<file path="src/core/ptb_pkg.sv">
// Constants and types shared by the PWM time-base block
package ptb_pkg;
   // ----------------------------------------
   // Key and access codes
   // ----------------------------------------
   localparam logic [15:0] KEY_FIRST = 16'hABCD;
   localparam logic [15:0] KEY_SECOND = 16'h4321;
   // ----------------------------------------
   // Field positions
   // ----------------------------------------
   localparam int LOCK_CFG_BIT = 6;
   localparam int GEN_CAM_BIT = 2;
   localparam int GEN_ITB_BIT = 3;
   localparam int TB_SRC_LO = 4;
   localparam int TB_SYNC_INPUT_ENABLE_BIT = 7;
   localparam int TB_SYNC_OUTPUT_ENABLE_BIT = 8;
   localparam int TB_SYNC_POLARITY_BIT = 9;
   // ----------------------------------------
   // Reset values and timing
   // ----------------------------------------
   localparam logic [15:0] CTRL_RST = 16'h0000;
   localparam logic [15:0] PERIOD_RST = 16'hFFFF;
   localparam int SYNC_OUT_TCY = 12;
   localparam logic [2:0] DIV_RST = 3'h0;
   // Access codes driven by the register port
   typedef enum logic [2:0] {
      PTB_ACC_NONE,
      PTB_ACC_KEY,
      PTB_ACC_OUTCTL,
      PTB_ACC_FLTCTL,
      PTB_ACC_OTHER
   } ptb_acc_t;
   // Unlock sequence states
   typedef enum logic [1:0] {
      PTB_LK_IDLE,
      PTB_LK_KEY1,
      PTB_LK_OPEN
   } ptb_lock_t;
endpackage

</file>
<file path="src/core/ptb_prescaler.sv">
// Clock prescaler producing a one-cycle enable pulse
`timescale 1ns/1ps
module ptb_prescaler (
   input wire logic i_clk_sys,
   input wire logic i_rstn,
   input wire logic [2:0] i_div_sel,
   output logic o_tick
);
   logic [5:0] cnt_reg;
   logic [5:0] limit;

   // Divide by 2**sel for sel 0 to 6: wrap limit is 2**sel - 1; sel 7 also wraps at 63, so from 1:1 up to 1:64
   assign limit = 6'(7'h7F >> (3'h7 - i_div_sel));

   // ----------------------------------------
   // Divider counter
   // ----------------------------------------
   // Count to limit, pulse on wrap
   always_ff @(posedge i_clk_sys or negedge i_rstn) begin
      if (!i_rstn) begin
         cnt_reg <= 6'h00;
         o_tick <= 1'b0;
      end else if (cnt_reg >= limit) begin
         cnt_reg <= 6'h00;
         o_tick <= 1'b1;
      end else begin
         cnt_reg <= cnt_reg + 6'h01;
         o_tick <= 1'b0;
      end
   end
endmodule

</file>
<file path="src/core/ptb_time_base.sv">
// PWM time base with write lock, generator counter and master sync
`timescale 1ns/1ps
// Summary of operation
// RQ1: Lock output and fault control when bit set
// RQ2: Key writes ABCD then 4321 unlock
// RQ3: Protected write must be next access
// RQ4: One unlock grants exactly one write
// RQ5: Any other access abandons the unlock
// RQ6: Edge-aligned counter counts up from zero
// RQ7: Output high while counter not above duty
// RQ8: Counter clears at or beyond period
// RQ9: Bit 2 selects centre-aligned mode
// RQ10: Centre mode counts up then down
// RQ11: Centre bit ignored unless independent base
// RQ12: Sixteen-bit master period, system-clocked timer
// RQ13: Phase registers offset outputs from master
// RQ14: Bits 5:4 choose sync input source
// RQ15: Bit 9 picks sync edge polarity
// RQ16: Bit 7 enables external sync reset
// RQ17: Sync pulses wide, continuous, 200 ns
// RQ18: Period match emits twelve-cycle sync pulse
// RQ19: Bit 8 enables sync out, polarity follows
// RQ20: Sync reset lags edge about 2.5 ticks
// RQ21: Push-pull sync period multiple of eight
// RQ22: No external sync with independent base
// RQ23: First two sync pulses may distort output
// RQ24: Prescaler 1:1 to 1:64, three-bit field
module ptb_time_base (
   input wire logic i_clk_sys,
   input wire logic i_rstn,
   input wire logic i_write_lock_config_bit,
   input wire logic [2:0] i_acc_kind,
   input wire logic i_acc_valid,
   input wire logic [15:0] i_acc_wdata,
   input wire logic [15:0] i_generator_control,
   input wire logic [15:0] i_time_base_control,
   input wire logic [2:0] i_input_clock_divider,
   input wire logic [15:0] i_master_period,
   input wire logic [15:0] i_primary_phase,
   input wire logic [15:0] i_secondary_phase,
   input wire logic [15:0] i_duty,
   input wire logic [3:0] i_sync_input,
   output logic [15:0] o_output_control,
   output logic [15:0] o_fault_limit_control,
   output logic o_unlocked,
   output logic o_pwm_h,
   output logic o_pwm_l,
   output logic o_sync_output,
   output logic o_sync_output_en,
   output logic [15:0] o_master_timer
);
   ptb_pkg::ptb_lock_t lk_reg;
   logic tick;
   logic [15:0] gen_cnt_reg;
   logic dir_down_reg;
   logic [15:0] sec_cnt_reg;
   logic [3:0] sync_s1_reg;
   logic [3:0] sync_s2_reg;
   logic sync_prev_reg;
   logic [1:0] sync_dly_reg;
   logic [3:0] so_cnt_reg;
   logic sync_sel;
   logic sync_edge;
   logic sync_rst;
   logic mt_match;
   logic cam_on;
   logic itb_on;
   logic pol;
   logic key_acc;
   logic prot_acc;
   logic [15:0] gen_period;

   // ----------------------------------------
   // Prescaler
   // ----------------------------------------
   ptb_prescaler u_presc (
      .i_clk_sys(i_clk_sys),
      .i_rstn(i_rstn),
      .i_div_sel(i_input_clock_divider), // RQ24
      .o_tick(tick)
   );

   // ----------------------------------------
   // Write protection
   // ----------------------------------------
   assign key_acc = i_acc_valid && (i_acc_kind == 3'(ptb_pkg::PTB_ACC_KEY));
   assign prot_acc = i_acc_valid && ((i_acc_kind == 3'(ptb_pkg::PTB_ACC_OUTCTL))
      || (i_acc_kind == 3'(ptb_pkg::PTB_ACC_FLTCTL)));
   assign o_unlocked = !i_write_lock_config_bit || (lk_reg == ptb_pkg::PTB_LK_OPEN);

   // Unlock sequencer, reset by any unexpected access
   always_ff @(posedge i_clk_sys or negedge i_rstn) begin
      if (!i_rstn) begin
         lk_reg <= ptb_pkg::PTB_LK_IDLE;
      end else if (i_acc_valid) begin
         case (lk_reg)
            ptb_pkg::PTB_LK_IDLE: begin
               if (key_acc && i_acc_wdata == ptb_pkg::KEY_FIRST) begin // RQ2
                  lk_reg <= ptb_pkg::PTB_LK_KEY1;
               end
            end
            ptb_pkg::PTB_LK_KEY1: begin
               if (key_acc && i_acc_wdata == ptb_pkg::KEY_SECOND) begin // RQ2
                  lk_reg <= ptb_pkg::PTB_LK_OPEN;
               end else if (key_acc && i_acc_wdata == ptb_pkg::KEY_FIRST) begin
                  lk_reg <= ptb_pkg::PTB_LK_KEY1;
               end else begin
                  lk_reg <= ptb_pkg::PTB_LK_IDLE; // RQ5
               end
            end
            ptb_pkg::PTB_LK_OPEN: begin
               lk_reg <= ptb_pkg::PTB_LK_IDLE; // RQ3 RQ4 RQ5
            end
            default: begin
               lk_reg <= ptb_pkg::PTB_LK_IDLE;
            end
         endcase
      end
   end

   // Protected registers take a write only while unlocked
   always_ff @(posedge i_clk_sys or negedge i_rstn) begin
      if (!i_rstn) begin
         o_output_control <= ptb_pkg::CTRL_RST;
         o_fault_limit_control <= ptb_pkg::CTRL_RST;
      end else if (prot_acc && o_unlocked) begin // RQ1
         if (i_acc_kind == 3'(ptb_pkg::PTB_ACC_OUTCTL)) begin
            o_output_control <= i_acc_wdata;
         end else begin
            o_fault_limit_control <= i_acc_wdata;
         end
      end
   end

   // ----------------------------------------
   // Sync input capture
   // ----------------------------------------
   assign pol = i_time_base_control[ptb_pkg::TB_SYNC_POLARITY_BIT];

   // Two-stage synchroniser on the pins
   always_ff @(posedge i_clk_sys or negedge i_rstn) begin
      if (!i_rstn) begin
         sync_s1_reg <= 4'h0;
         sync_s2_reg <= 4'h0;
      end else begin
         sync_s1_reg <= i_sync_input;
         sync_s2_reg <= sync_s1_reg;
      end
   end

   assign sync_sel = sync_s2_reg[i_time_base_control[ptb_pkg::TB_SRC_LO +: 2]]; // RQ14

   // Edge sampled on the prescaled tick, then delayed two more ticks
   always_ff @(posedge i_clk_sys or negedge i_rstn) begin
      if (!i_rstn) begin
         sync_prev_reg <= 1'b0;
         sync_dly_reg <= 2'h0;
      end else if (tick) begin
         sync_prev_reg <= sync_sel;
         sync_dly_reg <= {sync_dly_reg[0], sync_edge}; // RQ20
      end
   end

   assign sync_edge = pol ? (sync_prev_reg && !sync_sel) : (!sync_prev_reg && sync_sel); // RQ15
   assign sync_rst = tick && sync_dly_reg[1]
      && i_time_base_control[ptb_pkg::TB_SYNC_INPUT_ENABLE_BIT]; // RQ16

   // ----------------------------------------
   // Master timer
   // ----------------------------------------
   assign mt_match = o_master_timer >= i_master_period;

   // Master count on the prescaled tick
   always_ff @(posedge i_clk_sys or negedge i_rstn) begin
      if (!i_rstn) begin
         o_master_timer <= 16'h0000;
      end else if (sync_rst) begin
         o_master_timer <= 16'h0000; // RQ16
      end else if (tick) begin
         o_master_timer <= mt_match ? 16'h0000 : o_master_timer + 16'h0001; // RQ12
      end
   end

   // Sync output pulse counter
   always_ff @(posedge i_clk_sys or negedge i_rstn) begin
      if (!i_rstn) begin
         so_cnt_reg <= 4'h0;
      end else if (tick && mt_match && !sync_rst) begin
         so_cnt_reg <= 4'(ptb_pkg::SYNC_OUT_TCY); // RQ18
      end else if (so_cnt_reg != 4'h0) begin
         so_cnt_reg <= so_cnt_reg - 4'h1;
      end
   end

   assign o_sync_output_en = i_time_base_control[ptb_pkg::TB_SYNC_OUTPUT_ENABLE_BIT]; // RQ19
   assign o_sync_output = o_sync_output_en && ((so_cnt_reg != 4'h0) ^ pol); // RQ19

   // ----------------------------------------
   // Generator counters
   // ----------------------------------------
   assign itb_on = i_generator_control[ptb_pkg::GEN_ITB_BIT];
   assign cam_on = itb_on && i_generator_control[ptb_pkg::GEN_CAM_BIT]; // RQ11 RQ9
   assign gen_period = itb_on ? i_primary_phase : i_master_period;

   // Primary counter: phase offset on master, or own period
   always_ff @(posedge i_clk_sys or negedge i_rstn) begin
      if (!i_rstn) begin
         gen_cnt_reg <= 16'h0000;
         dir_down_reg <= 1'b0;
      end else if (!itb_on && (sync_rst || (tick && mt_match))) begin
         gen_cnt_reg <= i_primary_phase; // RQ13 RQ23
         dir_down_reg <= 1'b0;
      end else if (tick && cam_on) begin
         if (!dir_down_reg && gen_cnt_reg >= gen_period) begin
            dir_down_reg <= 1'b1; // RQ10
            gen_cnt_reg <= gen_cnt_reg - 16'h0001;
         end else if (dir_down_reg && gen_cnt_reg == 16'h0000) begin
            dir_down_reg <= 1'b0;
            gen_cnt_reg <= 16'h0001;
         end else begin
            gen_cnt_reg <= dir_down_reg ? gen_cnt_reg - 16'h0001 : gen_cnt_reg + 16'h0001;
         end
      end else if (tick) begin
         dir_down_reg <= 1'b0;
         gen_cnt_reg <= (gen_cnt_reg >= gen_period) ? 16'h0000 : // RQ8
            gen_cnt_reg + 16'h0001; // RQ6
      end
   end

   // Secondary counter: own period in independent mode, phase on master
   always_ff @(posedge i_clk_sys or negedge i_rstn) begin
      if (!i_rstn) begin
         sec_cnt_reg <= 16'h0000;
      end else if (!itb_on && (sync_rst || (tick && mt_match))) begin
         sec_cnt_reg <= i_secondary_phase; // RQ13
      end else if (tick) begin
         sec_cnt_reg <= (sec_cnt_reg >= (itb_on ? i_secondary_phase : i_master_period))
            ? 16'h0000 : sec_cnt_reg + 16'h0001; // RQ8
      end
   end

   // Duty comparators, registered outputs
   always_ff @(posedge i_clk_sys or negedge i_rstn) begin
      if (!i_rstn) begin
         o_pwm_h <= 1'b0;
         o_pwm_l <= 1'b0;
      end else begin
         o_pwm_h <= gen_cnt_reg <= i_duty; // RQ7
         o_pwm_l <= sec_cnt_reg <= i_duty; // RQ7
      end
   end
endmodule

</file>
<file path="config.mk">
export PLATFORM = sky130hd
export DESIGN_NAME = ptb_time_base
export DESIGN_NICKNAME = d
export VERILOG_FILES = /design/src/core/ptb_pkg.sv /design/src/core/ptb_prescaler.sv /design/src/core/ptb_time_base.sv
export SDC_FILE = /design/constraint.sdc
export NUM_CORES = 1
export LEC_CHECK = 0
export BUFFER_PORTS_ARGS = -buffer_cell sky130_fd_sc_hd__buf_2
export CORE_MARGIN = 8
export CORE_UTILIZATION = 34
export CTS_CLUSTER_SIZE = 16
export DETAILED_ROUTE_END_ITERATION = 8
export GPL_ROUTABILITY_DRIVEN = 0
export PLACE_DENSITY = 0.54
export SLEW_MARGIN = 20
export SYNTH_ARGS = -nofsm -noshare
export SYNTH_HDL_FRONTEND = slang
export SYNTH_HIERARCHICAL = 1
export SYNTH_SLANG_ARGS = --single-unit
</file>
<file path="constraint.sdc">
create_clock -name i_clk_sys -period 5.55 [get_ports i_clk_sys]
set_input_delay 0.555 -clock i_clk_sys [delete_from_list [all_inputs] [get_ports i_clk_sys]]
set_output_delay 0.555 -clock i_clk_sys [all_outputs]
set_load 0.02 [all_outputs]
</file>
==> impl_metrics.csv, run 1 <==
group,metric,value,unit
synth,synth.most_common_cell,"dfrtp_1",
synth,ys.warnings.count,6,
synth,ys_seq_area_share,32.6,%
power,p_per_area,451,mW/mm^2
synth,synth_edf_count,0,
timing,finalSetupViolations,0,
detailed_routing,route.detailed.wl_per_inst,18.8,um
power,p_leak,4.38,nW
worst_setup_path,critPathCapture,"gen_cnt_reg[15]",
timing,slew_headroom,29.5,%
global_routing,antenna_found_initial,6,
worst_setup_path,reg2reg_slack,2040,ps
timing,slew_violations,0,
global_routing,grt_max_degree,65,
synth,synthCells,943,
finish,syn_to_final_growth,16.5,%
cts,clk_pin_slew,90,ps
timing,setup-tns-final,0,ps
detailed_routing,dr_total_vias,7588,
worst_setup_path,reg2reg_depth,8,
placement,port_buffers,153,
synth,synth_cell_types,69,
placement,dp_slack,1240,ps
finish,fin_util,39.9,%
synth,synth_top_area_share,32.6,%
finish,drive_gt1_share,21.0,%
floorplanning,placementRows,57,
floorplanning,coreArea,0.0240,mm^2
worst_setup_path,end_kind,"flip-flop",
synth,syn-num-nets,1162,
cts,cts_tree,"done",
worst_setup_path,critical_path.max_fanout,50,
timing,max_clock_freq,249,MHz
worst_setup_path,cp_data_required_time,5790,ps
global_routing,grt_pass1_vias,7607,
global_routing,grt_usage,18.0,%
timing,finalCritPeriodShare,72.5,%
cts,cts_setup_buffers,0,
timing,period_minus_slack,4020,ps
worst_setup_path,start_kind,"primary input",
detailed_routing,first_pass_iters,5,
synth,ys_ff_latch,107,
detailed_routing,drc,0,
timing,setup_slack,1530,ps
cts,ctsResizeCount,0,
synth,async_reset_ff_share,100,%
placement,dp_hpwl,19.8,mm
cts,cts-hold-fix-buffers,0,
timing,rsz0062_at_grt,"false",
floorplanning,start_util,34.2,%
detailed_routing,antenna_left,0,
synth,synth.area.top_cells,"dfrtp_1, ha_1, a21oi_1",
worst_setup_path,r2r_start,"gen_cnt_reg[2]",
floorplanning,dieArea,0.0294,mm^2
cts,htreeDepth,3,
worst_setup_path,critical_path.startpoint,"i_generator_control[3]",
worst_setup_path,critPathKind,"in2reg",
timing,clock_skew,13.3,ps
synth,synth_commonest_cells,"dfrtp_1, ha_1, a21oi_1",
floorplanning,chipWidth,172,um
finish,stdcell_area,0.00958,mm^2
floorplanning,io_pins,179,
global_routing,grt_pass1_wl,41.9,mm
cts,worstSkewPairLatency,360,ps
detailed_routing,drt-vias-per-instance,5.42,
synth,syn_area,0.00822,mm^2
cts,root_buffer,"clkbuf_16",
synth,synthFlopType,"dfrtp_1",
power,total_power,4.32,mW
synth,synth_area_per_cell,8.72,um^2
run_status,outcome,"finished, final reports clean",
finish,fillCellCount,2474,
detailed_routing,drtIter0Drc,547,
floorplanning,die_h,172,um
hold_path,hold_class,"in2async",
power,vdd_drop_max,0.170,mV
synth,synth_top_area_cell,"dfrtp_1",
worst_setup_path,worstPathArrival,4260,ps
cts,cts.sinks,107,
placement,place_area,0.00928,mm^2
timing,worstMarginPinSlew,1060,ps
global_routing,grt.overflow.total,0,
worst_setup_path,r2r_end,"gen_cnt_reg[15]",
cts,cts_inserted_buffers,9,
cts,cts_buffer_depth,2,
finish,layout.nets,1290,
run,maxCapViolCount,0,
detailed_routing,drt_wl_total,26.3,mm
timing,hold_viol_final,0,
-- stage by stage --
| stage | hold slack [ps] | cells |
|---|---|---|
| after floorplan | 259 | 943 |
| after global placement | 333 | 1384 |
| after detailed placement | 335 | 1384 |
| after CTS | 289 | 1400 |
| after global routing | 288 | 1401 |
| final | 297 | 1401 |
-- critical path, cell delays in order --
cell      delay, ps
buf_2           690
nor2_1          190
a21oi_1         170
ha_1            250
nor4_1          320
nor4_1           90
a211o_1         380
a211oi_1        850
nor2_1          260
a221oi_1        380
nor2_1           90
-- logic make-up (layout without fill, tap and decap cells) --
group | Yosys count | count (layout) | share of synthesized area, %
adders and majority gates | 93 | 93 | 14.2
muxes | 36 | 36 | 5.07
other | 0 | 1 | 0
AOI/OAI and AO/OA | 226 | 226 | 17.5
and+or+nand+nor | 346 | 346 | 22.0
DFF | 107 | 107 | 32.6
buffers and inverters | 96 | 229 | 4.53
xor gates and xnor gates | 39 | 39 | 4.15
-- worst min path at each step --
stage | depth (start not counted) | from | slack, ps | end
after floorplan | 0 | i_rstn | 260 | dir_down_reg
after global placement | 0 | sync_s1_reg[1] | 330 | sync_s2_reg[1]
after detailed placement | 0 | sync_s1_reg[1] | 330 | sync_s2_reg[1]
after CTS | 1 | i_sync_input[1] | 290 | sync_s1_reg[1]
after global routing | 1 | i_sync_input[0] | 290 | sync_s1_reg[0]
final | 1 | i_rstn | 300 | sync_s2_reg[3]
-- metal layers --
layer	share of wire, %	GRT usage (%)	wire, um	vias to the layer above
met4	1.8	4.99	465	10
met1	46	23.5	12000	3574
li1	-	-	-	3737
met2	45	28.6	11800	224
met5	0.22	0	57	-
met3	7.5	5.16	1980	43
-- cells in the final DEF, fill, tap and decap left out, types with 18 or more instances in the layout --
| cell type | netlist | final |
|---|---|---|
| xnor2_1 | 24 | 24 |
| nand4_1 | 27 | 27 |
| nor3_1 | 21 | 21 |
| nor2b_1 | 26 | 26 |
| mux2_2 | 35 | 35 |
| ha_1 | 93 | 93 |
| nor2_1 | 68 | 68 |
| nand2_1 | 73 | 73 |
| o21ai_0 | 36 | 36 |
| dfrtp_1 | 107 | 106 |
| a21oi_1 | 83 | 83 |
| buf_2 | 1 | 152 |
| nand3_1 | 45 | 45 |
| inv_1 | 53 | 53 |
| a21o_1 | 18 | 18 |
-- power by group --
part           total [mW]  internal, mW  switching, mW
sequential           1.53          1.04          0.489
combinational        2.12         0.898           1.22
clock               0.671         0.327          0.344
-- area by class of cell --
cell class	count	area, um^2	share of cell area, %
diodes	1	2.50	0.0261
clock buffers	10	239	2.49
clock inverters	6	58.8	0.614
inverters	53	199	2.08
multi-input cells	740	5180	54.0
flip-flops and latches	107	2680	28.0
well taps	324	405	4.23
repair buffers	160	821	8.57
Note: power is estimated with default switching activity, not from simulation.
==> inputs of run 2 (changes only) <==
ABC_AREA = 1   (was not set)
clock period = 3.9 ns   (was 5.55 ns; I/O delays follow)
==> run 2 against run 1 <==
Clock-buffer cell count down 1. Sequential power up 37%. Final cell count up 20%. Via count up 9.6%. Largest power group unchanged.
==> impl_metrics.csv, run 2 <==
group,metric,value,unit
run_status,outcome,"finished, final reports clean",
timing,clock_skew,14.8,ps
detailed_routing,antenna_left,0,
worst_setup_path,end_kind,"flip-flop",
synth,async_reset_ff_share,100,%
floorplanning,dieArea,0.0309,mm^2
timing,max_clock_freq,355,MHz
placement,dp_hpwl,21.2,mm
floorplanning,coreArea,0.0251,mm^2
synth,synth_top_area_share,30.8,%
global_routing,grt_usage,17.7,%
global_routing,antenna_found_initial,2,
finish,fin_util,40.0,%
global_routing,grt.overflow.total,0,
worst_setup_path,critical_path.startpoint,"i_generator_control[3]",
synth,synth.most_common_cell,"nand2_1",
worst_setup_path,critPathKind,"in2reg",
finish,finalNonFillerCells,1686,
synth,synthCells,1219,
cts,cts_tree,"done",
synth,synthFlopType,"dfrtp_1",
detailed_routing,drt-vias-per-instance,4.93,
cts,htreeDepth,3,
timing,period_minus_slack,2810,ps
worst_setup_path,reg2reg_slack,1230,ps
timing,rsz0062_at_grt,"false",
worst_setup_path,start_kind,"primary input",
worst_setup_path,max_stage_delay,530,ps
cts,cts_buffer_depth,2,
cts,cts_setup_buffers,0,
synth,synth_cell_types,54,
cts,cts.sinks,107,
synth,ys_ff_latch,107,
detailed_routing,drtIter0Drc,519,
timing,holdWs,54.7,ps
worst_setup_path,cp_data_required_time,4200,ps
detailed_routing,first_pass_iters,4,
synth,synth_edf_count,0,
cts,root_buffer,"clkbuf_16",
power,p_per_area,628,mW/mm^2
power,p_leak,5.43,nW
cts,cts_inserted_buffers,9,
placement,placed_cells,1670,
worst_setup_path,reg2reg_depth,12,
worst_setup_path,worstPathArrival,3110,ps
detailed_routing,route.detailed.wl_per_inst,16.1,um
worst_setup_path,r2r_start,"o_master_timer[11]",
synth,syn-num-nets,1438,
synth,synth_top_area_cell,"dfrtp_1",
cts,cts-hold-fix-buffers,0,
detailed_routing,dr_total_vias,8313,
finish,final_common_cell,"nand2_1",
floorplanning,chipWidth,176,um
detailed_routing,drc,0,
finish,mostFrequentLayoutCells,"nand2_1, buf_2, inv_1, nor2_1, dfrtp_1",
cts,ctsResizeCount,0,
global_routing,grt_max_degree,58,
detailed_routing,drt_wl_total,27.2,mm
hold_path,hold_class,"in2async",
power,vdd_drop_max,0.228,mV
timing,setup-tns-final,0,ps
worst_setup_path,critical-path-slowest-cell,"nand3_1",
cts,clk_pin_slew,90,ps
global_routing,grt_pass1_wl,43.9,mm
synth,ys.warnings.count,6,
timing,finalSetupViolations,0,
finish,diodes,0,
floorplanning,placementRows,58,
floorplanning,die_h,176,um
floorplanning,io_pins,179,
worst_setup_path,r2r_end,"gen_cnt_reg[10]",
worst_setup_path,critical_path.max_fanout,34,
global_routing,grt_pass1_vias,8169,
finish,syn_to_final_growth,15.8,%
cts,worstSkewPairLatency,370,ps
run,maxCapViolCount,0,
finish,drive_gt1_share,18.1,%
worst_setup_path,path_cells,"buf_2, nor2_1, a21oi_1, ha_1, nand2_1, inv_1, o21ai_1, nand2_1, a21oi_1, nand3_1, nor3_1, nand2_1, nand2_1, nand2_1, nand2_1",
synth,syn_area,0.00868,mm^2
synth,synth_commonest_cells,"nand2_1, inv_1, nor2_1",
finish,fillCellCount,2712,
timing,slew_headroom,41.2,%
finish,layout.nets,1570,
floorplanning,start_util,34.6,%
timing,slew_violations,0,
timing,hold_viol_final,0,
finish,multi_input_area,0.00526,mm^2
timing,finalCritPeriodShare,72.2,%
placement,port_buffers,153,
worst_setup_path,cpMostUsedCell,"nand2_1",
synth,synth_area_per_cell,7.12,um^2
timing,worstMarginPinSlew,880,ps
synth,synth.area.top_cells,"dfrtp_1, nand2_1, ha_1",
synth,ys_seq_area_share,30.8,%
finish,register_area,0.00268,mm^2
-- run 2: cell type report --
type / count / area share, %
clock inverters: 7 / 0.796
inverters: 153 / 5.74
clock buffers: 9 / 2.24
well taps: 330 / 4.11
repair buffers: 159 / 8.21
flip-flops and latches: 107 / 26.6
multi-input cells: 921 / 52.3
-- run 2: worst max-delay path by stage --
stage	to	slack (ps)
after floorplan	gen_cnt_reg[10]	1380
after global placement	sec_cnt_reg[15]	650
after detailed placement	sec_cnt_reg[15]	700
after CTS	sec_cnt_reg[15]	1070
after global routing	sec_cnt_reg[15]	700
final	sec_cnt_reg[15]	1090
-- run 2: cells by family after synthesis --
logic type      share of synthesized area, %
simple gates                            31.1
buf+inv                                 8.70
compound gates                          11.9
flops                                   30.8
fa+ha+maj                               13.4
xor+xnor                                3.93
mux                                    0.115
-- run 2: metal layers --
layer	up-vias	global-route usage [%]	part of all wire, %
met1	3833	23.4	46
met5	-	0	0.066
li1	4230	-	-
met3	27	4.68	7.0
met4	4	3.57	1.2
met2	219	28.4	45
-- run 2: power by group --
| part | internal [mW] | switching [mW] |
|---|---|---|
| logic | 1.25 | 2.01 |
| registers | 1.46 | 0.632 |
| clock network | 0.459 | 0.514 |
| total | 3.16 | 3.15 |
-- run 2: metrics by stage --
stage	total power, mW	worst slack (ps)	instance area [um^2]
floorplan	4.41	1380	8680
global placement	5.30	649	9740
detailed placement	5.36	698	9740
CTS	6.37	1070	10000
global route	6.96	704	10100
finish	6.32	1090	10100
-- run 2: critical path, delay by kind of cell --
kind,cells,cell delay (ps)
AOI/OAI and AO/OA,3,450
adders and majority gates,1,250
buffers and inverters,2,550
and+or+nand+nor,9,1420
